File: config.mk
export PLATFORM = sky130hd
export DESIGN_NAME = bsi_top
export DESIGN_NICKNAME = d
export VERILOG_FILES = /design/src/rtl/bsi_pkg.sv /design/src/rtl/bsi_sync.sv /design/src/rtl/bsi_stretch.sv /design/src/rtl/bsi_top.sv
export SDC_FILE = /design/constraint.sdc
export NUM_CORES = 1
export LEC_CHECK = 0
export BUFFER_PORTS_ARGS = -buffer_cell sky130_fd_sc_hd__buf_2
export CAP_MARGIN = 20
export CORE_UTILIZATION = 43
export CTS_CLUSTER_DIAMETER = 60
export DETAILED_ROUTE_END_ITERATION = 10
export MAX_ROUTING_LAYER = met4
export SYNTH_ARGS = -nofsm -noshare
export SYNTH_HDL_FRONTEND = slang
export SYNTH_HIERARCHICAL = 1
export SYNTH_SLANG_ARGS = --single-unit
export TNS_END_PERCENT = 20
File: constraint.sdc
create_clock -name CLK_SYS_I -period 6.8 [get_ports CLK_SYS_I]
set_input_delay 0.34 -clock CLK_SYS_I [delete_from_list [all_inputs] [get_ports CLK_SYS_I]]
set_output_delay 0.34 -clock CLK_SYS_I [all_outputs]
set_load 0.05 [all_outputs]
File: src/rtl/bsi_pkg.sv
package bsi_pkg;

	// ------------------------------------------------------------
	// clock and timing
	// ------------------------------------------------------------
	localparam int CLK_HZ = 200000000;
	localparam int STRETCH_MS = 50;
	localparam int STRETCH_CYC = (CLK_HZ / 1000) * STRETCH_MS;
	localparam int BLINK_MS = 250;
	localparam int BLINK_CYC = (CLK_HZ / 1000) * BLINK_MS;
	localparam int CLK_LOSS_CYC = 1024;

	// ------------------------------------------------------------
	// register byte offsets
	// ------------------------------------------------------------
	localparam logic [3:0] OFS_CONTROL = 4'h0;
	localparam logic [3:0] OFS_LAMPS = 4'h4;
	localparam logic [3:0] OFS_IRQ_STATUS = 4'h8;
	localparam logic [3:0] OFS_IRQ_MASK = 4'hC;

	// ------------------------------------------------------------
	// field positions
	// ------------------------------------------------------------
	localparam int CTL_STANDBY_BIT = 0;
	localparam int CTL_SINGLE_END_BIT = 1;
	localparam int EV_TRIGGER_BIT = 0;
	localparam int EV_OVER_RANGE_BIT = 1;
	localparam int EV_CLK_LOST_BIT = 2;
	localparam int EV_CAPTURE_DONE_BIT = 3;
	localparam int EV_WIDTH = 4;

	// ------------------------------------------------------------
	// reset values
	// ------------------------------------------------------------
	localparam logic [1:0] CONTROL_RST = 2'h0;
	localparam logic [3:0] IRQ_MASK_RST = 4'h0;

	typedef enum logic [1:0] {
		BSI_IDLE,
		BSI_CAPTURE,
		BSI_UPLOAD
	} bsi_cap_t;

endpackage

File: src/rtl/bsi_sync.sv
`timescale 1ns/100ps
module bsi_sync #(
	parameter int WIDTH = 1
) (
	// clock and reset
	input wire logic clk_i,
	input wire logic rst_i,
	// data
	input wire logic [WIDTH-1:0] d_i,
	output logic [WIDTH-1:0] q_o
);
	logic [WIDTH-1:0] meta;

	always_ff @(posedge clk_i or posedge rst_i) begin
		if (rst_i) begin
			meta <= '0;
			q_o <= '0;
		end else begin
			meta <= d_i;
			q_o <= meta;
		end
	end
endmodule // bsi_sync

File: src/rtl/bsi_stretch.sv
`timescale 1ns/100ps
module bsi_stretch #(
	parameter int CYCLES = 10000000
) (
	// clock and reset
	input wire logic clk_i,
	input wire logic rst_i,
	// event in, lamp out
	input wire logic event_i,
	output logic lamp_o
);
	logic [31:0] count;

	always_ff @(posedge clk_i or posedge rst_i) begin
		if (rst_i) begin
			count <= 32'h0;
		end else if (event_i) begin
			count <= 32'(CYCLES);
		end else if (count != 32'h0) begin
			count <= count - 32'h1;
		end
	end

	always_ff @(posedge clk_i or posedge rst_i) begin
		if (rst_i) begin
			lamp_o <= 1'b0;
		end else begin
			lamp_o <= event_i || (count > 32'h1);
		end
	end
endmodule // bsi_stretch

File: src/rtl/bsi_top.sv
// Design decisions made here: the Avalon-MM slave port and the register addresses.
`timescale 1ns/100ps
// Overview of operation
// - standby lamp lit exactly while the board is in standby
// - trigger lamp lights on each low-to-high edge of the trigger input
// - over-range lamp lights when I or Q sample exceeds full scale
// - clock lamp blinks at even duty only while converter clock is seen
// - power lamp lit while supply present and board not in standby
// - upload lamp lit while captured data goes to the host, no capture runs and board not in standby
// - capture lamp lit while samples are written into the buffers and board not in standby
// - idle lamp lit while capture system neither samples nor uploads and board not in standby
// - differential mode: two byte buses, each with a differential strobe
// - single-ended mode: four byte buses, each with its own strobe
module bsi_top #(
	parameter int STRETCH_CYC = bsi_pkg::STRETCH_CYC,
	parameter int BLINK_CYC = bsi_pkg::BLINK_CYC,
	parameter int CLK_LOSS_CYC = bsi_pkg::CLK_LOSS_CYC
) (
	// clock and reset
	input wire logic CLK_SYS_I,
	input wire logic RST_I,
	// avalon-mm slave
	input wire logic [3:0] AVS_ADDRESS_I,
	input wire logic AVS_READ_I,
	input wire logic AVS_WRITE_I,
	input wire logic [31:0] AVS_WRITEDATA_I,
	output logic [31:0] AVS_READDATA_O,
	output logic AVS_WAITREQUEST_O,
	// board state inputs
	input wire logic TRIGGER_I,
	input wire logic OVER_RANGE_I_I,
	input wire logic OVER_RANGE_Q_I,
	input wire logic CONV_CLK_TICK_I,
	input wire logic SUPPLY_OK_I,
	input wire logic CAPTURE_BUSY_I,
	input wire logic UPLOAD_BUSY_I,
	// expansion header data
	input wire logic [31:0] HDR_DATA_I,
	input wire logic HDR_STROBE_I,
	output logic [31:0] HDR_DATA_O,
	output logic [3:0] HDR_STROBE_O,
	output logic HDR_DIFF_MODE_O,
	// lamps
	output logic STANDBY_LAMP_O,
	output logic TRIGGER_EVENT_LAMP_O,
	output logic OVER_RANGE_LAMP_O,
	output logic CLOCK_LAMP_O,
	output logic POWER_LAMP_O,
	output logic UPLOAD_LAMP_O,
	output logic CAPTURE_LAMP_O,
	output logic IDLE_LAMP_O,
	// interrupt
	output logic IRQ_O
);
	// ------------------------------------------------------------
	// input synchronisers
	// ------------------------------------------------------------
	logic [6:0] pins_s;
	logic trig_s;
	logic ovr_i_s;
	logic ovr_q_s;
	logic cclk_s;
	logic supply_s;
	logic cap_s;
	logic upl_s;

	bsi_sync #(
		.WIDTH(7)
	) u_sync (
		.clk_i(CLK_SYS_I),
		.rst_i(RST_I),
		.d_i({TRIGGER_I, OVER_RANGE_I_I, OVER_RANGE_Q_I, CONV_CLK_TICK_I,
			SUPPLY_OK_I, CAPTURE_BUSY_I, UPLOAD_BUSY_I}),
		.q_o(pins_s)
	);

	assign {trig_s, ovr_i_s, ovr_q_s, cclk_s, supply_s, cap_s, upl_s} = pins_s;

	// ------------------------------------------------------------
	// control registers
	// ------------------------------------------------------------
	logic [1:0] control;
	logic [3:0] irq_status;
	logic [3:0] irq_mask;
	logic wr_ok;
	logic standby;
	logic single_end;
	logic rd_done;

	// writes land in the request cycle; a read waits one cycle so that its
	// registered data already stand when waitrequest drops
	assign AVS_WAITREQUEST_O = AVS_READ_I && !rd_done;
	assign wr_ok = AVS_WRITE_I && !AVS_READ_I;

	// one write decode shared by every writable register
	function automatic logic wr_hit(input logic wr, input logic [3:0] addr,
		input logic [3:0] ofs);
		return wr && addr == ofs;
	endfunction

	assign standby = control[bsi_pkg::CTL_STANDBY_BIT];
	assign single_end = control[bsi_pkg::CTL_SINGLE_END_BIT];

	always_ff @(posedge CLK_SYS_I or posedge RST_I) begin
		if (RST_I) begin
			control <= bsi_pkg::CONTROL_RST;
		end else if (wr_hit(wr_ok, AVS_ADDRESS_I,
			bsi_pkg::OFS_CONTROL)) begin
			control <= AVS_WRITEDATA_I[1:0];
		end
	end

	always_ff @(posedge CLK_SYS_I or posedge RST_I) begin
		if (RST_I) begin
			irq_mask <= bsi_pkg::IRQ_MASK_RST;
		end else if (wr_hit(wr_ok, AVS_ADDRESS_I,
			bsi_pkg::OFS_IRQ_MASK)) begin
			irq_mask <= AVS_WRITEDATA_I[3:0];
		end
	end

	// ------------------------------------------------------------
	// read handshake
	// ------------------------------------------------------------
	// the read mux loads the word in the first cycle of a read; the next
	// cycle returns it with waitrequest low, so every read costs one wait
	always_ff @(posedge CLK_SYS_I or posedge RST_I) begin
		if (RST_I) begin
			rd_done <= 1'b0;
		end else begin
			rd_done <= AVS_READ_I && !rd_done;
		end
	end

	// ------------------------------------------------------------
	// event detection
	// ------------------------------------------------------------
	logic trig_d;
	logic cclk_d;
	logic cap_d;
	logic trig_rise;
	logic ovr_any;
	logic cclk_edge;

	always_ff @(posedge CLK_SYS_I or posedge RST_I) begin
		if (RST_I) begin
			trig_d <= 1'b0;
			cclk_d <= 1'b0;
			cap_d <= 1'b0;
		end else begin
			trig_d <= trig_s;
			cclk_d <= cclk_s;
			cap_d <= cap_s;
		end
	end

	assign trig_rise = trig_s && !trig_d;
	assign ovr_any = ovr_i_s || ovr_q_s;
	// either tick edge counts, so a divided clock is seen while its half period is no longer than CLK_LOSS_CYC cycles
	assign cclk_edge = cclk_s != cclk_d;

	// ------------------------------------------------------------
	// clock presence and blink
	// ------------------------------------------------------------
	logic [31:0] loss_cnt;
	logic clk_present;
	logic clk_present_d;
	logic [31:0] blink_cnt;
	logic blink;

	// presence is held until no converter-clock edge for the loss window
	always_ff @(posedge CLK_SYS_I or posedge RST_I) begin
		if (RST_I) begin
			loss_cnt <= 32'h0;
		end else if (cclk_edge) begin
			loss_cnt <= 32'(CLK_LOSS_CYC);
		end else if (loss_cnt != 32'h0) begin
			loss_cnt <= loss_cnt - 32'h1;
		end
	end

	assign clk_present = loss_cnt != 32'h0;

	// equal halves: each phase lasts BLINK_CYC cycles
	always_ff @(posedge CLK_SYS_I or posedge RST_I) begin
		if (RST_I) begin
			blink_cnt <= 32'h0;
			blink <= 1'b0;
			clk_present_d <= 1'b0;
		end else begin
			clk_present_d <= clk_present;
			if (!clk_present) begin
				blink_cnt <= 32'h0;
				blink <= 1'b0;
			end else if (blink_cnt == 32'(BLINK_CYC - 1)) begin
				blink_cnt <= 32'h0;
				blink <= !blink;
			end else begin
				blink_cnt <= blink_cnt + 32'h1;
			end
		end
	end

	// ------------------------------------------------------------
	// capture state
	// ------------------------------------------------------------
	bsi_pkg::bsi_cap_t cap_state;
	bsi_pkg::bsi_cap_t next_cap_state;

	// capture takes precedence if both busy inputs are ever seen together
	always_comb begin
		case ({cap_s, upl_s})
			2'b10, 2'b11: next_cap_state = bsi_pkg::BSI_CAPTURE;
			2'b01: next_cap_state = bsi_pkg::BSI_UPLOAD;
			2'b00: next_cap_state = bsi_pkg::BSI_IDLE;
			default: next_cap_state = bsi_pkg::BSI_IDLE;
		endcase
	end

	always_ff @(posedge CLK_SYS_I or posedge RST_I) begin
		if (RST_I) begin
			cap_state <= bsi_pkg::BSI_IDLE;
		end else begin
			cap_state <= next_cap_state;
		end
	end

	// ------------------------------------------------------------
	// stretched lamps
	// ------------------------------------------------------------
	logic trig_lamp;
	logic ovr_lamp;

	bsi_stretch #(
		.CYCLES(STRETCH_CYC)
	) u_trig_stretch (
		.clk_i(CLK_SYS_I),
		.rst_i(RST_I),
		.event_i(trig_rise),
		.lamp_o(trig_lamp)
	);

	bsi_stretch #(
		.CYCLES(STRETCH_CYC)
	) u_ovr_stretch (
		.clk_i(CLK_SYS_I),
		.rst_i(RST_I),
		.event_i(ovr_any),
		.lamp_o(ovr_lamp)
	);

	// ------------------------------------------------------------
	// lamp drivers
	// ------------------------------------------------------------
	always_ff @(posedge CLK_SYS_I or posedge RST_I) begin
		if (RST_I) begin
			STANDBY_LAMP_O <= 1'b0;
			TRIGGER_EVENT_LAMP_O <= 1'b0;
			OVER_RANGE_LAMP_O <= 1'b0;
			CLOCK_LAMP_O <= 1'b0;
			POWER_LAMP_O <= 1'b0;
			UPLOAD_LAMP_O <= 1'b0;
			CAPTURE_LAMP_O <= 1'b0;
			IDLE_LAMP_O <= 1'b0;
		end else begin
			STANDBY_LAMP_O <= standby;
			TRIGGER_EVENT_LAMP_O <= trig_lamp;
			OVER_RANGE_LAMP_O <= ovr_lamp;
			CLOCK_LAMP_O <= blink;
			POWER_LAMP_O <= supply_s && !standby;
			UPLOAD_LAMP_O <= !standby &&
				cap_state == bsi_pkg::BSI_UPLOAD;
			CAPTURE_LAMP_O <= !standby &&
				cap_state == bsi_pkg::BSI_CAPTURE;
			IDLE_LAMP_O <= !standby &&
				cap_state == bsi_pkg::BSI_IDLE;
		end
	end

	// ------------------------------------------------------------
	// expansion header data paths
	// ------------------------------------------------------------
	// HDR_DATA_I carries up to four byte lanes; diff mode uses lanes 0..1
	always_ff @(posedge CLK_SYS_I or posedge RST_I) begin
		if (RST_I) begin
			HDR_DATA_O <= 32'h0;
			HDR_STROBE_O <= 4'h0;
			HDR_DIFF_MODE_O <= 1'b1;
		end else begin
			HDR_DIFF_MODE_O <= !single_end;
			if (single_end) begin
				HDR_DATA_O <= HDR_DATA_I;
				HDR_STROBE_O <= {4{HDR_STROBE_I}};
			end else begin
				HDR_DATA_O <= {16'h0, HDR_DATA_I[15:0]};
				HDR_STROBE_O <= {2'h0, {2{HDR_STROBE_I}}};
			end
		end
	end

	// ------------------------------------------------------------
	// interrupt status
	// ------------------------------------------------------------
	logic [3:0] ev;
	logic [3:0] clr;

	always_comb begin
		ev = 4'h0;
		ev[bsi_pkg::EV_TRIGGER_BIT] = trig_rise;
		ev[bsi_pkg::EV_OVER_RANGE_BIT] = ovr_any;
		ev[bsi_pkg::EV_CLK_LOST_BIT] = clk_present_d && !clk_present;
		ev[bsi_pkg::EV_CAPTURE_DONE_BIT] = cap_d && !cap_s;
	end
	assign clr = wr_hit(wr_ok, AVS_ADDRESS_I, bsi_pkg::OFS_IRQ_STATUS) ?
		AVS_WRITEDATA_I[3:0] : 4'h0;

	// a new event wins over a simultaneous write-one-to-clear
	always_ff @(posedge CLK_SYS_I or posedge RST_I) begin
		if (RST_I) begin
			irq_status <= 4'h0;
		end else begin
			irq_status <= (irq_status & ~clr) | ev;
		end
	end

	// level output straight from the status and mask flops
	assign IRQ_O = |(irq_status & irq_mask);

	// ------------------------------------------------------------
	// read mux
	// ------------------------------------------------------------
	// loaded in the wait cycle of a read, held until the next read
	always_ff @(posedge CLK_SYS_I or posedge RST_I) begin
		if (RST_I) begin
			AVS_READDATA_O <= 32'h0;
		end else if (AVS_READ_I && !rd_done) begin
			case (AVS_ADDRESS_I)
				bsi_pkg::OFS_CONTROL: AVS_READDATA_O <= {30'h0, control};
				bsi_pkg::OFS_LAMPS: AVS_READDATA_O <= {23'h0, clk_present,
					IDLE_LAMP_O, CAPTURE_LAMP_O, UPLOAD_LAMP_O, POWER_LAMP_O,
					CLOCK_LAMP_O, OVER_RANGE_LAMP_O, TRIGGER_EVENT_LAMP_O,
					STANDBY_LAMP_O};
				bsi_pkg::OFS_IRQ_STATUS: AVS_READDATA_O <= {28'h0, irq_status};
				bsi_pkg::OFS_IRQ_MASK: AVS_READDATA_O <= {28'h0, irq_mask};
				default: AVS_READDATA_O <= 32'h0;
			endcase
		end
	end
endmodule // bsi_top

==> flow_results.org <==
** Status
- The run finished with clean final reports.

** Worst hold path
- The worst hold path passes through 2 cells.
- Path type of the worst min-delay path :: in2reg

** Final layout
- Area growth from synthesis to layout :: 17.5%
- At the end of the flow, the number of nets in the layout was 1,125.
- The finished layout holds 1,335 standard cells, fillers aside.
- The repair_antennas step left the layout with diodes totalling 0.
- The finished cells cover 11,500 µm².
- In the final layout, the share of cells above drive strength 1 is 19.7%.

** Critical path
- STA classifies the critical path startpoint as a flop.
- Traced cell by cell, the critical path runs through or4_4, or4_4, o41ai_2, and4b_1, mux2_1.
- Maximum fanout along the worst path :: 12
- STA classifies the critical path endpoint as a flop.
- For the worst flop-to-flop path, the logic depth is 5.
- By startpoint and endpoint, the worst setup path is classified as reg2reg.
- The largest individual stage delay along the critical path comes from the cell o41ai_2.
- WP data required :: 7190 ps
- Largest incremental delay on the critical path :: 920 ps
- Data on the critical path arrives at its endpoint at 3650 ps.
- Critical path's most frequent cell :: or4_4

** Power and ir drop
- Leak Pwr :: 5.13 nW
- Switching Power :: 0.00108 W
- Cell internal power was estimated by the tool at 0.00242 W.
- Peak supply drop :: 190 µV
- Power Density :: 304 nW/µm²
- Per report_power, the combinational group accounts for 19.4% of the total.
- Power share of the clock group :: 36.9%
- Of the total power, the share spent switching nets is 30.9%.
- Of the total power, registers draw 43.7%.

** CTS
- CTS buffer count :: 24
- Clk sink count :: 214
- After clock tree synthesis, the clock-pin slew on the worst setup and hold paths is 60 ps.
- Max H-tree Level :: 1
- Post-CTS resize count :: 0
- TritonCTS built the clock tree.
- Counting along the longest clock path gives a buffer depth of 3.
- Total setup buffers inserted after CTS :: 0
- Clock network latency to the later pin of the worst-skew pair :: 510 ps
- The tree is rooted in a clkbuf_16.

** Timing
- Endpoints failing hold :: 0
- Max Clock Freq :: 307 MHz
- Measured against its own limit, the worst slew margin works out to 33.5%.
- At the pin with the least slew margin, the transition time is 986 ps.
- On the final layout, the worst clock skew is 13.9 ps.
- Hold slack :: 42.2 ps
- The final count of pins violating max slew came to 0.
- Accumulated negative setup slack :: 0 ps
- Setup repair after global routing left no endpoint under its margin.
- Fin crit share :: 47.9%
- Setup violations remaining at the end of the flow were counted as 0.
- Counting I/O delays and the setup requirement, the final critical path takes 3260 ps.

** Floorplanning
- Initial Util :: 44.5%
- Area of the die :: 23,400 µm²
- In this run the core area contains 54 standard-cell rows.
- Die Width :: 153 µm
- In this run the vertical extent of the chip is 153 µm.
- During I/O placement, the number of pins put on the boundary was 159.
- Core outline area :: 22,100 µm²

** Logic synthesis
- Counting flops and latches in the post-synthesis netlist gives 214.
- Number of enable-type register cells in the synthesized netlist :: 0
- Synthesized area per cell :: 10.8 µm²
- Post-synthesis instance total :: 913
- Of all flip-flops after synthesis, the portion carrying an async set or reset was 100%.
- Synthesis instantiated 65 different standard cells from the library.
- In the synthesized netlist the dominant register cell turns out to be dfrtp_1.
- Sequential element share of the synthesized area :: 54.5%
- Syn Std Cell Area :: 9820 µm²
- Yosys Warn Count :: 6

** Detailed routing
- Post-detailed-routing wire length :: 20,700 µm
- Using the TritonRoute via totals, the vias-per-cell ratio works out to 5.31.
- In this run, the number of DRC markers left after iteration 0 of detailed routing was 348.
- First-pass iteration count of the detailed router :: 4
- Number of nets with antenna violations after routing :: 0
- For this run, design rule violations remaining after detail routing come to 0.
- In the final routed layout, each cell accounts on average for 15.5 µm.
- Total number of vias :: 7,094

** Global route
- The number of antenna violations at the first check in global routing is 0.
- Across every metal layer, demand over resource in global routing totals 18.3%.
- The first global-routing pass estimated 34,500 µm of wire.
- Total grt overflow :: 0
- Entering global routing, the biggest net connects 80 pins.
- Number of global-route vias before repair :: 6,799

** Placement
- Summed over all nets, the half-perimeter wirelength after detailed placement is 13,800 µm.
- Area of placed instances :: 10,500 µm²
- Routability-driven placement finished with a final weighted congestion of 0.801.
- Port-buffer cells :: 107
- Once placement completed, the tool counted placed cells totaling 1,266.

** Job
- Max-cap viol count :: 0
-- layout make-up --
cell class	instances	area, µm²
Clock buffer	33	696
Clock inverter	9	104
Fill cell	1974	10600
Inverter	25	98.8
Multi-Input combinational cell	635	4090
Sequential cell	214	5360
Tap cell	280	350
Timing Repair Buffer	139	846
-- cell usage after synthesis (all sizes together) (3+ instances only) --
cell | n | share of area [%]
a21o | 4 | 0.31
and3 | 9 | 0.57
o31ai | 16 | 1.3
o211ai | 9 | 0.69
o21ai | 42 | 2.1
o41ai | 8 | 0.87
a21oi | 48 | 2.4
buf | 36 | 2.8
ha | 6 | 0.76
nand2b | 4 | 0.25
nor2 | 78 | 3.0
or4 | 35 | 2.8
xnor2 | 17 | 1.5
clkbuf | 25 | 0.97
and4 | 6 | 0.59
dfrtp | 213 | 54
a22o | 9 | 0.80
mux2 | 14 | 1.6
inv | 23 | 0.88
a31oi | 4 | 0.25
and2 | 23 | 1.5
nor3 | 14 | 0.76
or2 | 12 | 0.76
a22oi | 4 | 0.31
o2111ai | 3 | 0.39
nor2b | 10 | 0.64
o311ai | 6 | 0.54
nand2 | 45 | 1.7
a211oi | 4 | 0.36
nor4 | 28 | 2.6
or3 | 42 | 2.7
nand3 | 36 | 1.8
nor3b | 6 | 0.51
nand4 | 17 | 1.1
xor2 | 37 | 3.3
-- cell usage in the layout, fill, tap and decap left out, types with 15 or more instances in the layout --
master           n
clkbuf_16       25
conb_1          23
nand3_1         36
a21oi_1         48
buf_2          107
or3_1           42
dlygate4sd3_1   25
o21ai_0         39
or4_1           31
nand2_1         45
and2_1          23
dfrtp_1        213
nor4_1          18
xor2_1          36
o31ai_1         15
nor2_1          78
nand4_1         16
xnor2_1         17
inv_1           21
-- power groups by stage --
stage          Combinational (W)  Clock (W)  Sequential [W]
3_3_place_gp            0.000661          0         0.00155
4_1_cts                 0.000686    0.00133         0.00153
6_report                0.000682    0.00129         0.00153
2_1_floorplan           0.000471          0         0.00160
5_1_grt                 0.000760    0.00138         0.00155
3_5_place_dp            0.000673          0         0.00155
-- flip-flops by register name, summed over array words and instances (netlist names), 2 cells and up --
register / flops
control: 2
blink_cnt: 32
loss_cnt: 32
irq_status: 4
HDR_DATA_O: 32
AVS_READDATA_O: 9
u_trig_stretch/count: 32
cap_state: 2
u_sync/meta: 7
irq_mask: 4
u_sync/q_o: 7
HDR_STROBE_O: 2
u_ovr_stretch/count: 32
-- critical path: cells and delay by family, from the launching register on --
family	cells	cell delay, ps
AND/OR/NAND/NOR	3	1500
AO/OA/AOI/OAI	1	920
flip-flops	1	400
multiplexers	1	310
-- path summary, 6_finish.rpt --
check	to	slack, ps	from
worst max-delay path	u_ovr_stretch/count[13]	3540	u_ovr_stretch/count[24]
worst min-delay path	HDR_DATA_O[25]	40	HDR_DATA_I[25]
worst max register to register	u_ovr_stretch/count[13]	3540	u_ovr_stretch/count[24]
worst min register to register	u_sync/q_o[6]	350	u_sync/meta[6]
max in group asynchronous	loss_cnt[5]	5060	RST_I
min in group asynchronous	u_sync/q_o[3]	510	RST_I
-- cells by family after synthesis --
| logic type | share of synthesized area (%) |
|---|---|
| AO/OA/AOI/OAI | 10.5 |
| XOR/XNOR | 4.82 |
| adder cells (fa/ha/maj) | 0.764 |
| buffers and inverters | 4.76 |
| flip-flops | 54.5 |
| multiplexers | 2.06 |
| other | 0.0382 |
| AND/OR/NAND/NOR | 22.5 |
-- metal layers --
layer | up-vias | track usage [%] | share of wire (%)
met1 | 3451 | 25.7 | 50
met5 | - | - | 0
met2 | 104 | 28.2 | 46
li1 | 3514 | - | -
met3 | 25 | 2.50 | 2.9
met4 | 0 | 4.28 | 1.8
-- through the flow --
| step | util [%] | worst slack [ps] | total power (W) |
|---|---|---|---|
| after detailed placement | 47.4 | 3540 | 0.00222 |
| after CTS | 52.1 | 3530 | 0.00355 |
| after floorplan | - | 2880 | 0.00207 |
| after global routing | 52.2 | 3390 | 0.00370 |
| after global placement | 47.4 | 3600 | 0.00221 |
| final | 52.2 | 3540 | 0.00351 |
-- repair_timing --
action,CTS,global route
setup endpoints to repair,0,0
hold buffers,25,0
hold endpoints to repair,50,0
(Power assumes the default switching activity.)
